--- src/shared/timer_flag_pkg.sv ---
// timer flag and lock register slice: shared constants
// assumes a 32-bit plain register port with byte offsets
package timer_flag_pkg;
  // ----------------------------------------------------------------
  // register offsets
  // ----------------------------------------------------------------
  localparam logic [7:0] OFF_FLAGS      = 8'h0c;
  localparam logic [7:0] OFF_FLAG_SET   = 8'h10;
  localparam logic [7:0] OFF_FLAG_CLEAR = 8'h14;
  localparam logic [7:0] OFF_FLAG_EN    = 8'h18;
  localparam logic [7:0] OFF_WRAP       = 8'h1c;
  localparam logic [7:0] OFF_WRAP_BUF   = 8'h20;
  localparam logic [7:0] OFF_COUNT      = 8'h24;
  localparam logic [7:0] OFF_STATUS     = 8'h28;
  localparam logic [7:0] OFF_GUARD      = 8'h2c;
  // ----------------------------------------------------------------
  // flag field layout
  // ----------------------------------------------------------------
  localparam int          FLAG_W        = 12;
  localparam int          BIT_OVERFLOW  = 0;
  localparam int          BIT_UNDERFLOW = 1;
  localparam int          BIT_DIRCHANGE = 2;
  localparam int          BIT_CHAN_LO   = 4;
  localparam int          BIT_OVR_LO    = 8;
  localparam logic [11:0] FLAG_VALID    = 12'hff7;
  // ----------------------------------------------------------------
  // reset values and key
  // ----------------------------------------------------------------
  localparam logic [31:0] WRAP_RESET     = 32'h0000ffff;
  localparam logic [31:0] WRAP_BUF_RESET = 32'h00000000;
  localparam logic [31:0] COUNT_RESET    = 32'h00000000;
  localparam logic [15:0] GUARD_UNLOCK   = 16'hce80;
  localparam int          BIT_WRAP_BUF_VALID = 0;
endpackage

--- src/logic/timer_flag_regs.sv ---
// timer flag, enable, wrap limit, counter and guard register slice
// assumes counting engine and channels on the same clock drive the strobes
`timescale 1ns/10ps
`default_nettype none
module timer_flag_regs
  import timer_flag_pkg::*;
#(
  parameter int NCHAN = 4
) (
  input  wire logic             clk_sys,
  input  wire logic             rst_n,
  input  wire logic             clk_en,
  input  wire logic [7:0]       reg_addr,
  input  wire logic [31:0]      reg_wdata,
  input  wire logic             reg_wr,
  input  wire logic             reg_rd,
  output logic      [31:0]      reg_rdata,
  input  wire logic             read_clear_en,
  input  wire logic [NCHAN-1:0] chan_event,
  input  wire logic [NCHAN-1:0] capture_overrun,
  input  wire logic             overflow_event,
  input  wire logic             underflow_event,
  input  wire logic             direction_change,
  input  wire logic             quad_mode,
  input  wire logic             update_event,
  input  wire logic             hw_wrap_load,
  input  wire logic [31:0]      hw_wrap_value,
  input  wire logic             hw_count_load,
  input  wire logic [31:0]      hw_count_value,
  output logic      [31:0]      wrap_limit,
  output logic      [31:0]      count_value,
  output logic                  guard_locked,
  output logic                  irq
);
  // ----------------------------------------------------------------
  // state
  // ----------------------------------------------------------------
  typedef struct packed {
    logic [FLAG_W-1:0] flags;
    logic [FLAG_W-1:0] enables;
    logic [31:0]       wrap;
    logic [31:0]       wrap_buf;
    logic              wrap_buf_valid;
    logic [31:0]       count;
    logic              locked;
    logic [31:0]       rdata;
  } state_t;

  state_t st_r;
  state_t st_nxt;
  logic   rst_core_n;
  logic   rst_meta_r;
  logic   rst_hold_r;

  // ----------------------------------------------------------------
  // reset release through two flops
  // ----------------------------------------------------------------
  always_ff @(posedge clk_sys or negedge rst_n) begin
    if (!rst_n) begin
      rst_meta_r <= 1'b0;
      rst_hold_r <= 1'b0;
    end else begin
      rst_meta_r <= 1'b1;
      rst_hold_r <= rst_meta_r;
    end
  end
  assign rst_core_n = rst_hold_r;

  // ----------------------------------------------------------------
  // access strobes
  // ----------------------------------------------------------------
  logic              wr_hit;
  logic              rd_hit;

  // a strobe only counts while the enable runs; a frozen block drops
  // the access whole instead of taking half of it
  assign wr_hit = reg_wr && clk_en;
  assign rd_hit = reg_rd && clk_en;

  // ----------------------------------------------------------------
  // address decode
  // ----------------------------------------------------------------
  logic              sel_flags;
  logic              sel_flag_set;
  logic              sel_flag_clear;
  logic              sel_flag_en;
  logic              sel_wrap;
  logic              sel_wrap_buf;
  logic              sel_count;
  logic              sel_status;
  logic              sel_guard;

  // full byte compare, so no register answers at an alias offset
  assign sel_flags      = (reg_addr == OFF_FLAGS);
  assign sel_flag_set   = (reg_addr == OFF_FLAG_SET);
  assign sel_flag_clear = (reg_addr == OFF_FLAG_CLEAR);
  assign sel_flag_en    = (reg_addr == OFF_FLAG_EN);
  assign sel_wrap       = (reg_addr == OFF_WRAP);
  assign sel_wrap_buf   = (reg_addr == OFF_WRAP_BUF);
  assign sel_count      = (reg_addr == OFF_COUNT);
  assign sel_status     = (reg_addr == OFF_STATUS);
  assign sel_guard      = (reg_addr == OFF_GUARD);

  // ----------------------------------------------------------------
  // qualified accesses
  // ----------------------------------------------------------------
  logic              wr_flag_set;
  logic              wr_flag_clear;
  logic              wr_flag_en;
  logic              wr_wrap;
  logic              wr_wrap_buf;
  logic              wr_count;
  logic              wr_guard;
  logic              rd_clear;

  // the lock gates protected writes here, once, not at every use;
  // flag and buffer registers stay writable while locked
  assign wr_flag_set   = wr_hit && sel_flag_set;
  assign wr_flag_clear = wr_hit && sel_flag_clear;
  assign wr_flag_en    = wr_hit && sel_flag_en;
  assign wr_wrap       = wr_hit && sel_wrap && !st_r.locked;
  assign wr_wrap_buf   = wr_hit && sel_wrap_buf;
  assign wr_count      = wr_hit && sel_count && !st_r.locked;
  assign wr_guard      = wr_hit && sel_guard;
  assign rd_clear      = rd_hit && sel_flag_clear && read_clear_en;

  // ----------------------------------------------------------------
  // guard key
  // ----------------------------------------------------------------
  logic [15:0]       guard_key;
  logic              key_unlocks;

  // only the low half carries the key; the upper half is reserved
  assign guard_key   = reg_wdata[15:0];
  assign key_unlocks = (guard_key == GUARD_UNLOCK);

  // ----------------------------------------------------------------
  // flag sources
  // ----------------------------------------------------------------
  logic [FLAG_W-1:0] hw_set;
  logic [FLAG_W-1:0] sw_set;
  logic [FLAG_W-1:0] sw_clr;
  logic [FLAG_W-1:0] flag_nxt;

  // hardware event strobes gathered into the flag layout
  always_comb begin
    hw_set = '0;
    hw_set[BIT_OVERFLOW]  = overflow_event;
    hw_set[BIT_UNDERFLOW] = underflow_event;
    hw_set[BIT_DIRCHANGE] = direction_change && quad_mode;
    hw_set[BIT_CHAN_LO +: NCHAN] = chan_event;
    hw_set[BIT_OVR_LO +: NCHAN]  = capture_overrun;
  end

  // software set and clear masks; a read-clear takes the live flags
  always_comb begin
    sw_set = '0;
    sw_clr = '0;
    if (wr_flag_set) begin
      sw_set = reg_wdata[FLAG_W-1:0] & FLAG_VALID;
    end
    if (wr_flag_clear) begin
      sw_clr = reg_wdata[FLAG_W-1:0];
    end
    if (rd_clear) begin
      sw_clr = st_r.flags;
    end
  end

  // per-bit update: set beats clear, so an event in the clearing
  // cycle is never lost; reserved positions stay zero
  for (genvar gi = 0; gi < FLAG_W; gi++) begin : g_flag
    assign flag_nxt[gi] = FLAG_VALID[gi]
                        & (hw_set[gi] | sw_set[gi] | (st_r.flags[gi] & ~sw_clr[gi]));
  end

  // ----------------------------------------------------------------
  // read-back word
  // ----------------------------------------------------------------
  logic [31:0]       rd_word;

  // flag-clear reads zero unless the read-clear option is on, so a
  // plain poll of that offset never looks like pending events
  always_comb begin
    rd_word = 32'h00000000;
    if (sel_flags) begin
      rd_word = {20'h00000, st_r.flags};
    end
    if (sel_flag_clear) begin
      rd_word = read_clear_en ? {20'h00000, st_r.flags} : 32'h00000000;
    end
    if (sel_flag_en) begin
      rd_word = {20'h00000, st_r.enables};
    end
    if (sel_wrap) begin
      rd_word = st_r.wrap;
    end
    if (sel_wrap_buf) begin
      rd_word = st_r.wrap_buf;
    end
    if (sel_count) begin
      rd_word = st_r.count;
    end
    if (sel_status) begin
      rd_word[BIT_WRAP_BUF_VALID] = st_r.wrap_buf_valid;
    end
    if (sel_guard) begin
      rd_word = {31'h0, st_r.locked};
    end
  end

  // ----------------------------------------------------------------
  // next state
  // ----------------------------------------------------------------
  // one place builds the next copy of all state
  always_comb begin
    st_nxt = st_r;
    st_nxt.flags = flag_nxt;

    if (wr_flag_en) begin
      st_nxt.enables = reg_wdata[FLAG_W-1:0] & FLAG_VALID;
    end

    // wrap limit, lowest priority first: hardware load, pending
    // transfer, software write; the later assignment wins
    if (hw_wrap_load) begin
      st_nxt.wrap = hw_wrap_value;
    end
    if (update_event && st_r.wrap_buf_valid) begin
      st_nxt.wrap           = st_r.wrap_buf;
      st_nxt.wrap_buf_valid = 1'b0;
    end
    if (wr_wrap) begin
      st_nxt.wrap           = reg_wdata;
      st_nxt.wrap_buf_valid = 1'b0;                                  // stale pending value dropped
    end
    // buffer is outside the protected set, so it takes writes locked
    if (wr_wrap_buf) begin
      st_nxt.wrap_buf       = reg_wdata;
      st_nxt.wrap_buf_valid = 1'b1;
    end

    // counter: a software write beats a hardware load in one cycle
    if (hw_count_load) begin
      st_nxt.count = hw_count_value;
    end
    if (wr_count) begin
      st_nxt.count = reg_wdata;
    end

    // any key but the unlock code locks
    if (wr_guard) begin
      st_nxt.locked = !key_unlocks;
    end

    // read data stand only in the cycle after the strobe
    st_nxt.rdata = rd_hit ? rd_word : 32'h00000000;

    // enable low: hold everything, read data return to zero
    if (!clk_en) begin
      st_nxt = st_r;
      st_nxt.rdata = 32'h00000000;
    end
  end

  // ----------------------------------------------------------------
  // state register
  // ----------------------------------------------------------------
  always_ff @(posedge clk_sys or negedge rst_core_n) begin
    if (!rst_core_n) begin
      st_r.flags          <= '0;
      st_r.enables        <= '0;
      st_r.wrap           <= WRAP_RESET;
      st_r.wrap_buf       <= WRAP_BUF_RESET;
      st_r.wrap_buf_valid <= 1'b0;
      st_r.count          <= COUNT_RESET;
      st_r.locked         <= 1'b0;
      st_r.rdata          <= 32'h00000000;
    end else begin
      st_r <= st_nxt;
    end
  end

  // ----------------------------------------------------------------
  // outputs
  // ----------------------------------------------------------------
  assign reg_rdata    = st_r.rdata;
  assign wrap_limit   = st_r.wrap;
  assign count_value  = st_r.count;
  assign guard_locked = st_r.locked;
  assign irq          = |(st_r.flags & st_r.enables);
endmodule
`default_nettype wire

--- config.mk ---
export PLATFORM = sky130hd
export DESIGN_NAME = timer_flag_regs
export DESIGN_NICKNAME = d
export VERILOG_FILES = /design/src/shared/timer_flag_pkg.sv /design/src/logic/timer_flag_regs.sv
export SDC_FILE = /design/constraint.sdc
export NUM_CORES = 1
export LEC_CHECK = 0
export BUFFER_PORTS_ARGS = -buffer_cell sky130_fd_sc_hd__buf_2
export CAP_MARGIN = 20
export CORE_ASPECT_RATIO = 1.25
export CORE_MARGIN = 5
export CORE_UTILIZATION = 57
export CTS_CLUSTER_DIAMETER = 50
export DETAILED_ROUTE_END_ITERATION = 10
export PLACE_DENSITY = 0.91
export REMOVE_ABC_BUFFERS = 1
export SLEW_MARGIN = 10
export SYNTH_ARGS = -nofsm -noshare
export SYNTH_HDL_FRONTEND = slang
export SYNTH_SLANG_ARGS = --single-unit
export TNS_END_PERCENT = 50
--- constraint.sdc ---
create_clock -name clk_sys -period 14 [get_ports clk_sys]
set_clock_uncertainty 0.05 [all_clocks]
set_input_delay 2.8 -clock clk_sys [delete_from_list [all_inputs] [get_ports clk_sys]]
set_output_delay 2.8 -clock clk_sys [all_outputs]
set_load 0.01 [all_outputs]
==> results of run 1 <==
-- routing by layer --
metal	global-route usage, %	vias up	share of wire [%]
met3	5.37	57	7.6
met2	45.0	389	51
met4	11.5	0	2.8
li1	-	2872	-
met5	0	-	0
met1	33.2	3279	38
-- cells in the mapped netlist, drive strengths merged, types with 2 or more instances --
master | count | share of area [%]
a211oi | 4 | 0.42
a21o | 11 | 0.99
a21oi | 8 | 0.48
a221o | 32 | 3.9
a221oi | 3 | 0.32
a222oi | 23 | 2.8
a22o | 4 | 0.42
a22oi | 10 | 0.90
a311oi | 6 | 0.63
a31oi | 3 | 0.23
a32o | 10 | 1.2
and2 | 3 | 0.23
and3 | 3 | 0.23
buf | 123 | 10
clkbuf | 26 | 1.2
dfrtp | 138 | 42
dfstp | 16 | 5.1
inv | 12 | 0.54
mux2 | 106 | 14
mux2i | 32 | 3.9
nand2 | 27 | 1.2
nand2b | 3 | 0.23
nand3 | 4 | 0.24
nand3b | 2 | 0.18
nand4 | 2 | 0.15
nor2 | 26 | 1.2
nor2b | 4 | 0.30
nor3 | 49 | 3.0
nor3b | 2 | 0.18
nor4 | 7 | 1.1
nor4b | 2 | 0.29
o211ai | 2 | 0.18
o21ai | 18 | 1.1
or3 | 2 | 0.15
or4b | 2 | 0.24
-- metrics by stage --
stage,instances,instance area (sq um)
2_1_floorplan,583,7350
6_report,1030,9450
3_5_place_dp,993,8810
4_1_cts,1025,9360
5_1_grt,1030,9450
3_3_place_gp,993,8810
-- logic make-up after synthesis --
logic type      after synthesis  share of synthesized area [%]
compound gates              137                           13.8
flops                       154                           46.6
other cells                   1                         0.0451
mux                         138                           18.2
simple gates                141                           9.25
buf+inv                     161                           12.1
-- power by group through the flow --
| stage | Combinational [mW] | Sequential (mW) | Clock, mW |
|---|---|---|---|
| global route | 0.152 | 0.513 | 0.450 |
| floorplan | 0.0512 | 0.525 | 0 |
| global placement | 0.132 | 0.517 | 0 |
| CTS | 0.136 | 0.511 | 0.428 |
| finish | 0.140 | 0.509 | 0.422 |
| detailed placement | 0.136 | 0.518 | 0 |
-- flip-flops by register name, summed over array words and instances, names as in the netlist --
signal        cells
count_value      32
rst_core_n        1
wrap_limit       32
guard_locked      1
rst_meta_r        1
reg_rdata        32
st_r             55
-- layout make-up --
type / instances / area, sq um
inverters: 12 / 45.0
well taps: 178 / 223
repair buffers: 236 / 1270
fillers: 1103 / 4900
diodes: 1 / 2.50
clock inverters: 15 / 118
flip-flops and latches: 154 / 3880
clock buffers: 17 / 425
multi-input cells: 417 / 3480
-- critical path, cell delays in order --
cell and delay (ns):
buf_2 0.11, or4b_1 0.69, nor4_4 0.82, buf_4 0.60, nor2b_4 0.31, a221o_1 0.37
-- worst max-delay path by stage --
stage                     start             end  slack (ns)  depth (start not counted)
CTS                 reg_addr[5]  wrap_limit[31]        8.54                          6
floorplan           reg_addr[5]  wrap_limit[16]        7.33                          4
global route        reg_addr[5]  wrap_limit[20]        8.37                          6
global placement    reg_addr[5]  wrap_limit[24]        8.19                          6
detailed placement  reg_addr[5]  wrap_limit[28]        8.08                          6
finish              reg_addr[5]  wrap_limit[31]        8.52                          6
==> results by group, run 1 <==
STA
  • Worst Tran Pin Value: ~1.1 ns
  • Count of final max-slew check failures: 0
  • Unrepaired setup endpoints after global routing: no
  • Rel. slew slack: between 20% and 30%
  • Final critical delay including setup and external delays: roughly 5.5 ns
  • Final-report hold violation count: 0
  • Final worst setup slack: 8.52 ns
  • Total Neg Setup Slack: 0 ns
  • Max Clock Freq: 0.182 GHz
  • Total of endpoints with negative setup slack in the final report: 0
  • Crit share post-route: 39.2%
  • Worst hold slack: between 0.2 and 0.25 ns

Floorplanning
  • Total core area: 0.0143 sq mm
  • Chip width: 118 um
  • Die height: 145 um
  • Placement Rows: between 40 and 50
  • Die footprint: ~0.017 sq mm
  • Effective utilization at floorplan: just under 60%
  • Count of pins on the block boundary: 223

CTS
  • CTS sink cnt: around 150
  • Level count of the clock H-tree: 4
  • Count of instances resized after the clock tree is built: 0
  • Clock root buffer: clkbuf_16
  • Hold-fix buffers at CTS: 0
  • TritonCTS buffer count: 17
  • Clock Tree Buf Depth: 2
  • Clock Pin Slew Worst Setup and Hold Paths: 0.07 ns
  • CTS tree: done
  • Number of setup buffers added after CTS: 0
  • Clock network latency to the later pin of the worst-skew pair: about 0.42 ns

Detailed routing
  • Post-detailed-route wirelength per cell: 22.6 um
  • Total iterations of the first detailed-routing run: 8
  • Drt total wl: about 23000 um
  • Average vias per placed instance: 6.40
  • Antenna viol nets, final: 0
  • Via count: 6597
  • Number of DRC markers after the initial detailed-route iteration: 780
  • # DRC: 0

Pwr
  • Worst ir drop on vdd: roughly 0.088 mV
  • Net load switching power: 0.296 mW
  • Clock network power share: between 30% and 40%
  • Proportion of power drawn by flip-flops and latches: 47.5%
  • Cell leakage power: 4.61 nW
  • Combinational Power Share: 13.1%
  • PwrDens: 113 mW/mm^2
  • Switch share: 27.6%
  • Final Power: 1.07 mW
  • Cell-internal power: around 0.78 mW

Finish
  • Commonest non-fill, non-tap cell in the layout: buf_2
  • Synthesis-to-layout area growth: 13.7%
  • Commonest cells after routing, fill and taps aside: buf_2 (223), dfrtp_1 (137), mux2_2 (76)
  • Share of cells above drive strength 1: 44.2%
  • Nets: 963
  • Final Util: 65.9%

Global route
  • Global router's overall resource usage: 26.6%
  • Largest net degree at the start of global routing: 80
  • Antenna violations before repair: 1
  • Vias in the first global route: 6826
  • Sum of overflow across all layers after global routing: 0
  • Wire length of the first global-routing pass: ~37000 um

Placement
  • Worst slack, placed: slightly above 8 ns
  • Count of input and output buffers: 222
  • Placed wire-length estimate after detailed placement: 15600 um
  • Routability cong.: 0.891

Setup path
  • Crit path launch type: primary input
  • Arrival time of the worst setup path: 5.73 ns
  • Worst r2r src: guard_locked
  • Critical path class: primary input to register
  • Largest fanout of any net on the critical path: 51
  • Setup slack of the most critical reg-to-reg path: 11.24 ns
  • Critical register-to-register path endpoint: wrap_limit[31]
  • Category of the worst setup path capture point: register
  • Required time worst endpoint: 14.25 ns
  • Length in cells of the worst reg-to-reg path: 4

Yosys
  • Mean cell area of the mapped netlist: between 10 and 15 sq um
  • Number of standard cells after synthesis: between 700 and 800
  • Post-synthesis cell area: 0.00831 sq mm
  • FF+latch count, synth: about 150
  • Proportion of register bits with asynchronous set or reset after synthesis: 100%
  • Number of enable flip-flop cells after synthesis: 0
  • Post-synth cell types: 50
  • Share of the yosys chip area belonging to registers: 46.6%
  • Most instantiated flip-flop cell in the synthesis netlist: dfrtp_1
  • Warnings, synthesis: 0

Min path
  • Min-Delay Path Class: register to asynchronous set/reset pin

Job
  • Max-cap violations: 0

Status
  • Outcome: complete, no violations
Note: power is estimated with default switching activity, not from simulation.
==> run 2: changes to the inputs <==
--- a/config.mk
+++ b/config.mk
@@ -9,10 +9,10 @@
 export CAP_MARGIN = 20
 export CORE_ASPECT_RATIO = 1.25
 export CORE_MARGIN = 5
-export CORE_UTILIZATION = 57
+export CORE_UTILIZATION = 53
 export CTS_CLUSTER_DIAMETER = 50
 export DETAILED_ROUTE_END_ITERATION = 10
-export PLACE_DENSITY = 0.91
+export PLACE_DENSITY = 0.85
 export REMOVE_ABC_BUFFERS = 1
 export SLEW_MARGIN = 10
 export SYNTH_ARGS = -nofsm -noshare
==> constraint.sdc (replaced) <==
create_clock -name clk_sys -period 5.7 [get_ports clk_sys]
set_clock_uncertainty 0.05 [all_clocks]
set_input_delay 1.14 -clock clk_sys [delete_from_list [all_inputs] [get_ports clk_sys]]
set_output_delay 1.14 -clock clk_sys [all_outputs]
set_load 0.01 [all_outputs]
==> run 2 against run 1 <==
Against the previous run:
- worst setup slack got worse by 6.1 ns
- critical path type unchanged
- via count decreased by 0.11%
- worst hold slack got worse by 0.068 ns
- die area is 7.0% higher
==> results by group, run 2 (synthesis results as in run 1) <==
Global route
  • Vias in the first global route: 6504 (was 6826)
  • Global router's overall resource usage: 25.4% (was 26.6%)
  • Antenna violations before repair: 0 (was 1)
  • Sum of overflow across all layers after global routing: 0 (unchanged)
  • Largest net degree at the start of global routing: 86 (was 80)
  • Wire length of the first global-routing pass: 35500 um (was 36800 um)

CTS
  • Clock Tree Buf Depth: 2 (unchanged)
  • Number of setup buffers added after CTS: 0 (unchanged)
  • TritonCTS buffer count: 17 (unchanged)
  • Count of instances resized after the clock tree is built: 0 (unchanged)
  • Clock Pin Slew Worst Setup and Hold Paths: 0.06 ns (was 0.07 ns)
  • Clock root buffer: clkbuf_16 (unchanged)
  • Clock network latency to the later pin of the worst-skew pair: 0.42 ns (about the same)
  • CTS tree: done (unchanged)
  • Hold-fix buffers at CTS: 0 (unchanged)
  • Level count of the clock H-tree: 4 (unchanged)
  • CTS sink cnt: 154 (unchanged)

STA
  • Rel. slew slack: 21.2% (was 25.4%)
  • Total Neg Setup Slack: 0 ns (unchanged)
  • Final worst setup slack: 2.40 ns (was 8.52 ns)
  • Final critical delay including setup and external delays: 3.30 ns
  • Worst Tran Pin Value: 1.18 ns (was 1.12 ns)
  • Unrepaired setup endpoints after global routing: no (unchanged)
  • Final-report hold violation count: 0 (unchanged)
  • Total of endpoints with negative setup slack in the final report: 0 (unchanged)
  • Crit share post-route: 58.0%
  • Max Clock Freq: 0.303 GHz
  • Count of final max-slew check failures: 0 (unchanged)

Floorplanning
  • Chip width: 122 um (was 118 um)
  • Count of pins on the block boundary: 223 (unchanged)
  • Die footprint: 0.0183 sq mm (was 0.0171 sq mm)
  • Effective utilization at floorplan: 53.6% (was 57.9%)
  • Die height: 150 um (was 145 um)
  • Total core area: 0.0155 sq mm (was 0.0143 sq mm)
  • Placement Rows: 51 (was 49)

Pwr
  • Final Power: 2.75 mW (was 1.07 mW)
  • PwrDens: 289 mW/mm^2 (was 113 mW/mm^2)
  • Worst ir drop on vdd: 0.177 mV (was 0.0878 mV)
  • Cell leakage power: 4.65 nW (was 4.61 nW)

Setup path
  • Critical register-to-register path endpoint: count_value[31] (was wrap_limit[31])
  • Required time worst endpoint: 5.95 ns (was 14.25 ns)
  • Setup slack of the most critical reg-to-reg path: 3.14 ns (was 11.24 ns)
  • Worst r2r src: guard_locked (unchanged)
  • Category of the worst setup path capture point: register (unchanged)
  • Arrival time of the worst setup path: 3.55 ns (was 5.73 ns)
  • Largest fanout of any net on the critical path: 32 (was 51)
  • Startpoint of the most critical setup path: reg_addr[4] (was reg_addr[5])
  • Critical path class: primary input to register (unchanged)
  • Crit path launch type: primary input (unchanged)
  • Length in cells of the worst reg-to-reg path: 4 (unchanged)

Finish
  • Final Util: 61.5% (was 65.9%)
  • Max FFs per register: 55 (unchanged)
  • Register name with the most flops: st_r (unchanged)
  • Layout Cell Area excl Fill: 0.00954 sq mm (was 0.00945 sq mm)
  • Synthesis-to-layout area growth: 14.8% (was 13.7%)
  • Commonest cells after routing, fill and taps aside: buf_2 (222), dfrtp_1 (137), mux2_2 (76) (was buf_2 (223), dfrtp_1 (137), mux2_2 (76))
  • Nets: 965 (was 963)
  • Inserted Diodes: 0 (was 1)
  • Share of cells above drive strength 1: 44.3% (was 44.2%)
  • Commonest non-fill, non-tap cell in the layout: buf_2 (unchanged)

Detailed routing
  • Post-detailed-route wirelength per cell: 22.3 um (was 22.6 um)
  • Average vias per placed instance: 6.19 (was 6.40)
  • Drt total wl: 23700 um (was 23300 um)
  • # DRC: 0 (unchanged)
  • Via count: 6590 (was 6597)
  • Number of DRC markers after the initial detailed-route iteration: 982 (was 780)
  • Antenna viol nets, final: 0 (unchanged)
  • Total iterations of the first detailed-routing run: 5 (was 8)

Status
  • Outcome: complete, no violations (unchanged)

Placement
  • Routability cong.: 0.872 (was 0.891)
  • Placed wire-length estimate after detailed placement: 16200 um (was 15600 um)
  • Area after detailed placement: 0.00891 sq mm (was 0.00881 sq mm)
  • Count of input and output buffers: 222 (unchanged)
  • Worst slack, placed: 2.01 ns (was 8.08 ns)

Min path
  • Min-Delay Path Class: register to asynchronous set/reset pin (unchanged)

Job
  • Max-cap violations: 0 (unchanged)
-- run 2: cell count changes in the layout (fill, tap and decap cells not counted), moves of 2 or more --
cell,delta
buf_4,+4
clkinvlp_4,-4
inv_8,+4
buf_16,-2
bufinv_16,+2
-- run 2: final cells by class --
class | count | area, sq um
timing repair buffer | 238 | 1260
clock buffer | 17 | 425
inverter | 12 | 45.0
sequential | 154 | 3880
clock inverter | 15 | 179
multi-input combinational | 417 | 3480
tap | 212 | 265
fill | 1275 | 5970
-- run 2: worst max-delay path by stage --
stage,end,slack (ns),cells after the start
2_1_floorplan,wrap_limit[16],0.69,4
3_3_place_gp,reg_rdata[7],2.07,6
3_5_place_dp,count_value[24],2.01,5
4_1_cts,count_value[31],2.42,5
5_1_grt,count_value[22],2.34,5
6_report,count_value[31],2.40,5
-- run 2: routing by layer --
metal	wire [um]	vias to the layer above	GRT usage, %
li1	-	2865	-
met1	9270	3301	32.0
met2	12000	371	42.6
met3	1800	53	5.18
met4	625	0	10.3
met5	0	-	0
-- run 2: where the power goes --
group / switching, mW / internal, mW
Clock: 0.499 / 0.665
Sequential: 0.0686 / 1.18
Combinational: 0.183 / 0.161
-- run 2: stage by stage --
| stage | instances | hold slack, ns |
|---|---|---|
| finish | 1065 | 0.181 |
| global route | 1065 | 0.210 |
| CTS | 1064 | 0.307 |
| detailed placement | 1032 | 0.293 |
| global placement | 1031 | 0.286 |
| floorplan | 583 | 0.281 |
-- run 2: critical path: stages --
cell and delay, ns:
buf_2 0.13, nor4b_2 0.61, a31oi_1 0.27, nor2b_4 0.96, mux2_2 0.42
